==> config.mk <==
export PLATFORM = sky130hd
export DESIGN_NAME = ofm_output_port
export DESIGN_NICKNAME = d
export VERILOG_FILES = /design/src/ofm_dummy_unused.sv /design/src/ofm_pkg.sv /design/src/ofm_output_port.sv /design/src/ofm_func_mux.sv /design/src/ofm_pin_stage.sv
export SDC_FILE = /design/constraint.sdc
export NUM_CORES = 1
export LEC_CHECK = 0
export ABC_CLOCK_PERIOD_IN_PS = 2450
export BUFFER_PORTS_ARGS = -buffer_cell sky130_fd_sc_hd__clkbuf_2
export CORE_MARGIN = 8
export CORE_UTILIZATION = 45
export CTS_BUF_LIST = sky130_fd_sc_hd__clkbuf_8
export DETAILED_ROUTE_END_ITERATION = 7
export PLACE_DENSITY = 0.88
export SYNTH_ARGS = -nofsm -noshare
export SYNTH_HDL_FRONTEND = slang
export SYNTH_HIERARCHICAL = 1
export SYNTH_SLANG_ARGS = --single-unit
==> constraint.sdc <==
create_clock -name core_clk_in -period 2.45 [get_ports core_clk_in]
set_input_delay 0.245 -clock core_clk_in [delete_from_list [all_inputs] [get_ports core_clk_in]]
set_output_delay 0.245 -clock core_clk_in [all_outputs]
set_load 0.01 [all_outputs]
==> src/ofm_dummy_unused.sv <==
`timescale 1ns/100ps

==> src/ofm_pkg.sv <==
package ofm_pkg;

  localparam int ADDR_W = 32;
  localparam int DATA_W = 32;
  localparam int PIN_COUNT = 4;

  // Register indices; byte address is four times the index
  localparam logic [15:0] IDX_LEVEL = 16'hF210;
  localparam logic [15:0] IDX_DRIVE_LO = 16'hF212;
  localparam logic [15:0] IDX_DRIVE_HI = 16'hF213;
  localparam logic [15:0] IDX_FUNC_LO = 16'hF214;
  localparam logic [15:0] IDX_FUNC_HI = 16'hF215;

  // Field positions
  localparam int FIELD_LSB = 0;
  localparam int FIELD_MSB = 3;
  localparam int HI_LANE_LSB = 8;
  localparam int HI_LANE_MSB = 11;

  // Reset values
  localparam logic [3:0] RST_LEVEL = 4'h0;
  localparam logic [3:0] RST_DRIVE = 4'h0;
  localparam logic [3:0] RST_FUNC = 4'h0;
  localparam logic [31:0] RST_RDATA = 32'h0000_0000;

  typedef enum logic [1:0] {
    DRV_HIZ = 2'b00,
    DRV_POD = 2'b01,
    DRV_NOD = 2'b10,
    DRV_CMOS = 2'b11
  } ofm_drive_t;

  typedef enum logic [1:0] {
    FN_GPIO = 2'b00,
    FN_ALT_A = 2'b01,
    FN_ALT_B = 2'b10,
    FN_BAD = 2'b11
  } ofm_func_t;

  typedef enum logic [2:0] {
    SEL_NONE = 3'b000,
    SEL_LEVEL = 3'b001,
    SEL_DRIVE_LO = 3'b011,
    SEL_DRIVE_HI = 3'b010,
    SEL_FUNC_LO = 3'b110,
    SEL_FUNC_HI = 3'b111
  } ofm_sel_t;

  function automatic ofm_sel_t ofm_decode(input logic [ADDR_W-1:0] addr);
    logic [15:0] idx;
    idx = addr[17:2];
    if (addr[1:0] != 2'b00 || addr[ADDR_W-1:18] != '0) begin
      return SEL_NONE;
    end else if (idx == IDX_LEVEL) begin
      return SEL_LEVEL;
    end else if (idx == IDX_DRIVE_LO) begin
      return SEL_DRIVE_LO;
    end else if (idx == IDX_DRIVE_HI) begin
      return SEL_DRIVE_HI;
    end else if (idx == IDX_FUNC_LO) begin
      return SEL_FUNC_LO;
    end else if (idx == IDX_FUNC_HI) begin
      return SEL_FUNC_HI;
    end else begin
      return SEL_NONE;
    end
  endfunction : ofm_decode

  function automatic logic [1:0] ofm_pair(input logic [3:0] hi, input logic [3:0] lo,
                                          input int pin);
    return {hi[pin], lo[pin]};
  endfunction : ofm_pair

endpackage : ofm_pkg

==> src/ofm_output_port.sv <==
// Notes on behaviour
// - Each pin outputs its bit of the output level register, 0 low, 1 high.
// - Reading the output level register returns the written value, not pins.
// - Drive code per pin: 00 off, 01 P open drain, 10 N open drain, 11 CMOS.
// - Both drive-mode registers reset to zero, all pins high impedance.
// - Pin 3 function: 00 general output, 10 timer B; 01 and 11 prohibited.
// - Pin 2 function: 00 general output, 10 timer nine; 01 and 11 prohibited.
// - Pin 1 function: 00 general output, 01 fast clock, 10 PWM B; 11 prohibited.
// - Pin 0 function: 00 general output, 01 slow clock, 10 PWM A; 11 prohibited.
// - Port is output only, with no direction register.
// - Low drive-mode register takes 8-bit or 16-bit access covering the high one.
// - Both function-select registers reset to zero, all pins general output.
//
// Design decision made here: register access over APB.
`timescale 1ns/100ps
module ofm_output_port
  import ofm_pkg::*;
(
  // Clock and reset
  input wire logic core_clk_in,
  input wire logic reset_in,
  // APB slave
  input wire logic psel_in,
  input wire logic penable_in,
  input wire logic pwrite_in,
  input wire logic [ADDR_W-1:0] paddr_in,
  input wire logic [DATA_W-1:0] pwdata_in,
  input wire logic [3:0] pstrb_in,
  output logic [DATA_W-1:0] prdata_out,
  output logic pready_out,
  output logic pslverr_out,
  // Peripheral sources
  input wire logic slow_clock_in,
  input wire logic fast_clock_in,
  input wire logic timer_nine_in,
  input wire logic timer_b_in,
  input wire logic pwm_channel_a_in,
  input wire logic pwm_channel_b_in,
  // Pads
  output logic [3:0] pin_level_out,
  output logic [3:0] pin_oe_out
);

  logic [3:0] level_reg;
  logic [3:0] level_next;
  logic [3:0] drive_lo_reg;
  logic [3:0] drive_lo_next;
  logic [3:0] drive_hi_reg;
  logic [3:0] drive_hi_next;
  logic [3:0] func_lo_reg;
  logic [3:0] func_lo_next;
  logic [3:0] func_hi_reg;
  logic [3:0] func_hi_next;
  logic [DATA_W-1:0] prdata_reg;
  logic [DATA_W-1:0] prdata_next;
  logic pslverr_reg;
  logic pslverr_next;
  logic setup_phase;
  logic access_phase;
  logic wr_lane0;
  logic wr_lane1;
  ofm_sel_t sel;
  logic [3:0] pin_src;

  // Register read view: narrow data in low lane
  function automatic logic [DATA_W-1:0] read_view(input ofm_sel_t s);
    logic [DATA_W-1:0] v;
    v = RST_RDATA;
    case (s)
      SEL_LEVEL: v[FIELD_MSB:FIELD_LSB] = level_reg;
      SEL_DRIVE_LO: begin
        v[FIELD_MSB:FIELD_LSB] = drive_lo_reg;
        v[HI_LANE_MSB:HI_LANE_LSB] = drive_hi_reg;
      end
      SEL_DRIVE_HI: v[FIELD_MSB:FIELD_LSB] = drive_hi_reg;
      SEL_FUNC_LO: v[FIELD_MSB:FIELD_LSB] = func_lo_reg;
      SEL_FUNC_HI: v[FIELD_MSB:FIELD_LSB] = func_hi_reg;
      default: v = RST_RDATA;
    endcase
    return v;
  endfunction : read_view

  // Bus decode and register next values
  always_comb begin
    setup_phase = psel_in && !penable_in;
    access_phase = psel_in && penable_in;
    sel = ofm_decode(paddr_in);
    wr_lane0 = access_phase && pwrite_in && pstrb_in[0];
    wr_lane1 = access_phase && pwrite_in && pstrb_in[1];
    level_next = level_reg;
    drive_lo_next = drive_lo_reg;
    drive_hi_next = drive_hi_reg;
    func_lo_next = func_lo_reg;
    func_hi_next = func_hi_reg;
    prdata_next = prdata_reg;
    pslverr_next = pslverr_reg;
    if (wr_lane0) begin
      case (sel)
        SEL_LEVEL: level_next = pwdata_in[FIELD_MSB:FIELD_LSB];
        SEL_DRIVE_LO: drive_lo_next = pwdata_in[FIELD_MSB:FIELD_LSB];
        SEL_DRIVE_HI: drive_hi_next = pwdata_in[FIELD_MSB:FIELD_LSB];
        SEL_FUNC_LO: func_lo_next = pwdata_in[FIELD_MSB:FIELD_LSB];
        SEL_FUNC_HI: func_hi_next = pwdata_in[FIELD_MSB:FIELD_LSB];
        default: level_next = level_reg;
      endcase
    end
    if (wr_lane1 && sel == SEL_DRIVE_LO) begin
      drive_hi_next = pwdata_in[HI_LANE_MSB:HI_LANE_LSB];
    end
    if (setup_phase) begin
      prdata_next = pwrite_in ? RST_RDATA : read_view(sel);
      pslverr_next = (sel == SEL_NONE);
    end
  end

  always_ff @(posedge core_clk_in) begin
    if (reset_in) begin
      level_reg <= RST_LEVEL;
      drive_lo_reg <= RST_DRIVE;
      drive_hi_reg <= RST_DRIVE;
      func_lo_reg <= RST_FUNC;
      func_hi_reg <= RST_FUNC;
      prdata_reg <= RST_RDATA;
      pslverr_reg <= 1'b0;
    end else begin
      level_reg <= level_next;
      drive_lo_reg <= drive_lo_next;
      drive_hi_reg <= drive_hi_next;
      func_lo_reg <= func_lo_next;
      func_hi_reg <= func_hi_next;
      prdata_reg <= prdata_next;
      pslverr_reg <= pslverr_next;
    end
  end

  // Zero wait state; answer prepared during setup
  assign pready_out = 1'b1;
  assign prdata_out = prdata_reg;
  assign pslverr_out = pslverr_reg && access_phase;

  ofm_func_mux u_func_mux (
    .func_lo_in(func_lo_reg),
    .func_hi_in(func_hi_reg),
    .level_in(level_reg),
    .slow_clock_in(slow_clock_in),
    .fast_clock_in(fast_clock_in),
    .timer_nine_in(timer_nine_in),
    .timer_b_in(timer_b_in),
    .pwm_channel_a_in(pwm_channel_a_in),
    .pwm_channel_b_in(pwm_channel_b_in),
    .pin_src_out(pin_src)
  );

  ofm_pin_stage u_pin_stage (
    .drive_lo_in(drive_lo_reg),
    .drive_hi_in(drive_hi_reg),
    .pin_src_in(pin_src),
    .pin_level_out(pin_level_out),
    .pin_oe_out(pin_oe_out)
  );

  // Checking helpers
  logic [3:0] cmos_gpio_mask;
  logic [3:0] hiz_mask;
  logic [3:0] nod_mask;
  always_comb begin
    for (int i = 0; i < PIN_COUNT; i++) begin
      cmos_gpio_mask[i] = (ofm_pair(drive_hi_reg, drive_lo_reg, i) == DRV_CMOS)
                          && (ofm_pair(func_hi_reg, func_lo_reg, i) == FN_GPIO);
      hiz_mask[i] = (ofm_pair(drive_hi_reg, drive_lo_reg, i) == DRV_HIZ);
      nod_mask[i] = (ofm_pair(drive_hi_reg, drive_lo_reg, i) == DRV_NOD);
    end
  end
endmodule : ofm_output_port

==> src/ofm_func_mux.sv <==
`timescale 1ns/100ps
module ofm_func_mux
  import ofm_pkg::*;
(
  // Selection
  input wire logic [3:0] func_lo_in,
  input wire logic [3:0] func_hi_in,
  input wire logic [3:0] level_in,
  // Peripheral sources
  input wire logic slow_clock_in,
  input wire logic fast_clock_in,
  input wire logic timer_nine_in,
  input wire logic timer_b_in,
  input wire logic pwm_channel_a_in,
  input wire logic pwm_channel_b_in,
  // Per-pin source
  output logic [3:0] pin_src_out
);

  logic [3:0] alt_a;
  logic [3:0] alt_b;

  always_comb begin
    alt_a = {level_in[3], level_in[2], fast_clock_in, slow_clock_in};
    alt_b = {timer_b_in, timer_nine_in, pwm_channel_b_in, pwm_channel_a_in};
    for (int i = 0; i < PIN_COUNT; i++) begin
      // Prohibited codes fall back to the port level
      case (ofm_func_t'(ofm_pair(func_hi_in, func_lo_in, i)))
        FN_ALT_A: pin_src_out[i] = alt_a[i];
        FN_ALT_B: pin_src_out[i] = alt_b[i];
        default: pin_src_out[i] = level_in[i];
      endcase
    end
  end

endmodule : ofm_func_mux

==> src/ofm_pin_stage.sv <==
`timescale 1ns/100ps
module ofm_pin_stage
  import ofm_pkg::*;
(
  // Drive configuration
  input wire logic [3:0] drive_lo_in,
  input wire logic [3:0] drive_hi_in,
  input wire logic [3:0] pin_src_in,
  // Pads, output only
  output logic [3:0] pin_level_out,
  output logic [3:0] pin_oe_out
);

  always_comb begin
    for (int i = 0; i < PIN_COUNT; i++) begin
      pin_level_out[i] = pin_src_in[i];
      case (ofm_drive_t'(ofm_pair(drive_hi_in, drive_lo_in, i)))
        DRV_POD: pin_oe_out[i] = pin_src_in[i];
        DRV_NOD: pin_oe_out[i] = ~pin_src_in[i];
        DRV_CMOS: pin_oe_out[i] = 1'b1;
        default: pin_oe_out[i] = 1'b0;
      endcase
      // Never sensed: the pads have no input path
      if (!pin_oe_out[i]) begin
        pin_level_out[i] = 1'b0;
      end
    end
  end

endmodule : ofm_pin_stage

==> flow_metrics.tcl <==
set metrics [dict create \
    status "finished, final reports clean" \
    coreArea_um2 4294 \
    p_seq_share_pct 50.2 \
    muxShareOfSynthArea_pct 16.24 \
    ir_worst_vdd_uv 217.6 \
    skew_ps 4.910 \
    setup_viol_count_final 0 \
    dp_hpwl_um 4219 \
    path_buf_inv 2 \
    final-hold-violation-count 0 \
    p_per_area_nw_per_um2 397.5 \
    rrSetupSlack_ps 1460 \
    critPathLaunch "func_lo_reg[0]" \
    cap_violations 0 \
    report.final.slew_viol_count 0 \
    fmax_ghz 0.4907 \
    area_delta_synth_final_pct 20.37 \
    cts_resized 0 \
    root_buffer "clkbuf_8" \
    yosys.area_share.simple_pct 31.09 \
    crit_path_end "pin_oe_out[0]" \
    fillers 408 \
    yosysWarnings 6 \
    synth_xor_area_share_pct 0 \
    die_area_um2 6756 \
    path_class "register to primary output" \
    intPower_uw 706.4 \
    drt_iter0_drc 95 \
    antenna_found_initial 0 \
    syn_area_um2 1972 \
    syn_area_per_cell_um2 8.573 \
    grt_max_degree 28 \
    clock_latency_ps 280 \
    relSlewSlack_pct 64.48 \
    cp-start-kind "register" \
    grt_first_pass_wirelength_um 7983 \
    htreeDepth 2 \
    largest_register_ffs 8 \
    grt_pass1_vias 1762 \
    synth_compound_area_share_pct 8.376 \
    clockBufferDepth 2 \
    synth_cell_types 41 \
    clk_pin_slew_ps 60 \
    fin_util_pct 55.27 \
    fin_tns_setup_ps 0 \
    port_buffers 69 \
    final_common_cell "clkbuf_2" \
    drc_errors 0 \
    antenna_cells 0 \
    place.gp.congestion 0.8504 \
    postSynthCellCount 230 \
    regToRegEndpoint "prdata_out[1]" \
    hp-class "primary input to register" \
    synth_top_family_by_area "simple AND/OR/NAND/NOR gates" \
    cts_setup_buffers 0 \
    cpPeakStageDelay_ps 400 \
    period_needed_ps 2038 \
    power.switching_uw 237.1 \
    power_uw 943.5 \
    synthArstFlopShare_pct 0 \
    multi_input_area_um2 1242 \
    fin_crit_sh_pct 83.18 \
    vias 1878 \
    ys_seq_area_share_pct 29.44 \
    start_util_pct 45.92 \
    p_comb_share_pct 12.2 \
    regArea_um2 580.6 \
    crit_chain "inv_1 > ha_1 > o21ai_0 > mux2_4 > clkbuf_2" \
    cp.depth 5 \
    path_max_fanout 4 \
    ys.flop_type "dfxtp_1" \
    final_cells 355 \
    dp_cells 347 \
    grt_use_total_pct 15.05 \
    tightest_slew_ps 532.8 \
    ios 121 \
    worst_path_dominant_cell_family "flip-flops" \
    wl_per_cell_um 14.51 \
    rsz0062_at_grt "false" \
    r2r.worst_path.cells 4 \
    power_frac_clock_pct 37.7 \
    antenna_left 0 \
    final_cell_mix "69 x clkbuf_2, 29 x dfxtp_1, 28 x nor2_1" \
    ys_ff_latch 29 \
    arrival_ps 1790 \
    endpoint_kind "primary output" \
    post_route_cells_drive_above_1_share_pct 32.34 \
    required_ps 2200 \
    yosys.area_share.adder_pct 2.538 \
    p_leak_uw 0.001037 \
    die_y_um 82.20 \
    drt_wl_total_um 5152 \
    rows 24 \
    num-nets-final 385 \
    overflow 0 \
    dr.pass1.iters 4 \
    vias_per_cell 5.290 \
    dieWidth_um 82.20 \
    slowest_stage "dfxtp_1" \
    swShare_pct 25.13 \
    cts_sinks 29 \
    cts_hold_buffers 0 \
    cts_tree "yes" \
    numCtsBuffers 5 \
    r2r-start "func_hi_reg[1]" \
    synth_edf_count 0 \
]
==> worst min-delay path by stage <==
stage	slack, ps	cells after the start	from	to
after floorplan	390	2	pwdata_in[0]	func_lo_reg[0]
after global placement	440	2	prdata_out[8]	prdata_out[8]
after detailed placement	440	2	prdata_out[2]	prdata_out[2]
after CTS	230	3	pwdata_in[9]	drive_hi_reg[1]
after global routing	250	3	pwdata_in[11]	drive_hi_reg[3]
final	240	3	pwdata_in[8]	drive_hi_reg[0]
==> final cells by class <==
| type | count | area share (%) |
|---|---|---|
| Clock buffer | 5 | 2.899 |
| Clock inverter | 3 | 0.4744 |
| Inverter | 4 | 0.6326 |
| Multi-Input combinational cell | 187 | 52.35 |
| Sequential cell | 29 | 24.46 |
| Tap cell | 52 | 2.741 |
| Timing Repair Buffer | 75 | 16.45 |
==> per-layer routing <==
layer / vias up / track usage (%) / part of all wire [%]
met3: 7 / 4.870 / 13
met1: 845 / 16.55 / 38
met4: 0 / 5.614 / 1.1
li1: 918 / - / -
met2: 108 / 26.31 / 48
met5: - / 0 / 0
==> Yosys cell counts (5+ instances only) <==
library cell / count / share of area, %
nor2_1: 28 / 5.3
a21oi_1: 9 / 2.3
nand4_1: 11 / 3.5
o21ai_1: 5 / 1.3
mux2_4: 6 / 4.6
nor2b_1: 6 / 1.9
dfxtp_1: 29 / 29
buf_4: 25 / 9.5
mux2i_1: 23 / 12
nand2_1: 14 / 2.7
nor3_1: 9 / 2.3
==> power groups by stage <==
stage	Combinational [uW]	Clock [uW]	Sequential (uW)
after floorplan	81.6	0	483
after global placement	110	0	484
after detailed placement	111	0	484
after CTS	113	361	473
after global routing	126	389	473
final	115	355	473
==> kinds of logic (layout without fill, tap and decap cells) <==
kind of cell / count (synthesis) / count (layout)
buf+inv: 37 / 87
other cells: 2 / 25
flops: 29 / 29
mux: 29 / 29
fa+ha+maj: 4 / 4
simple gates: 102 / 102
compound gates: 27 / 27
==> metrics by stage <==
stage / hold WS [ps] / instance area (um2) / setup WS (ps)
final: 236.8 / 2374 / 412.0
after floorplan: 388.9 / 2058 / 598.9
after global routing: 246.0 / 2374 / 312.3
after detailed placement: 444.5 / 2293 / 361.5
after global placement: 441.3 / 2293 / 382.6
after CTS: 232.5 / 2374 / 424.1
==> worst reg2reg max path, cell delays in order, from the launching register on <==
cell and delay, ps:
dfxtp_1 340, mux2i_1 160, o2bb2ai_1 80, a21oi_1 230
o21ai_1 90
No activity file was read; power rests on OpenSTA's default activity.
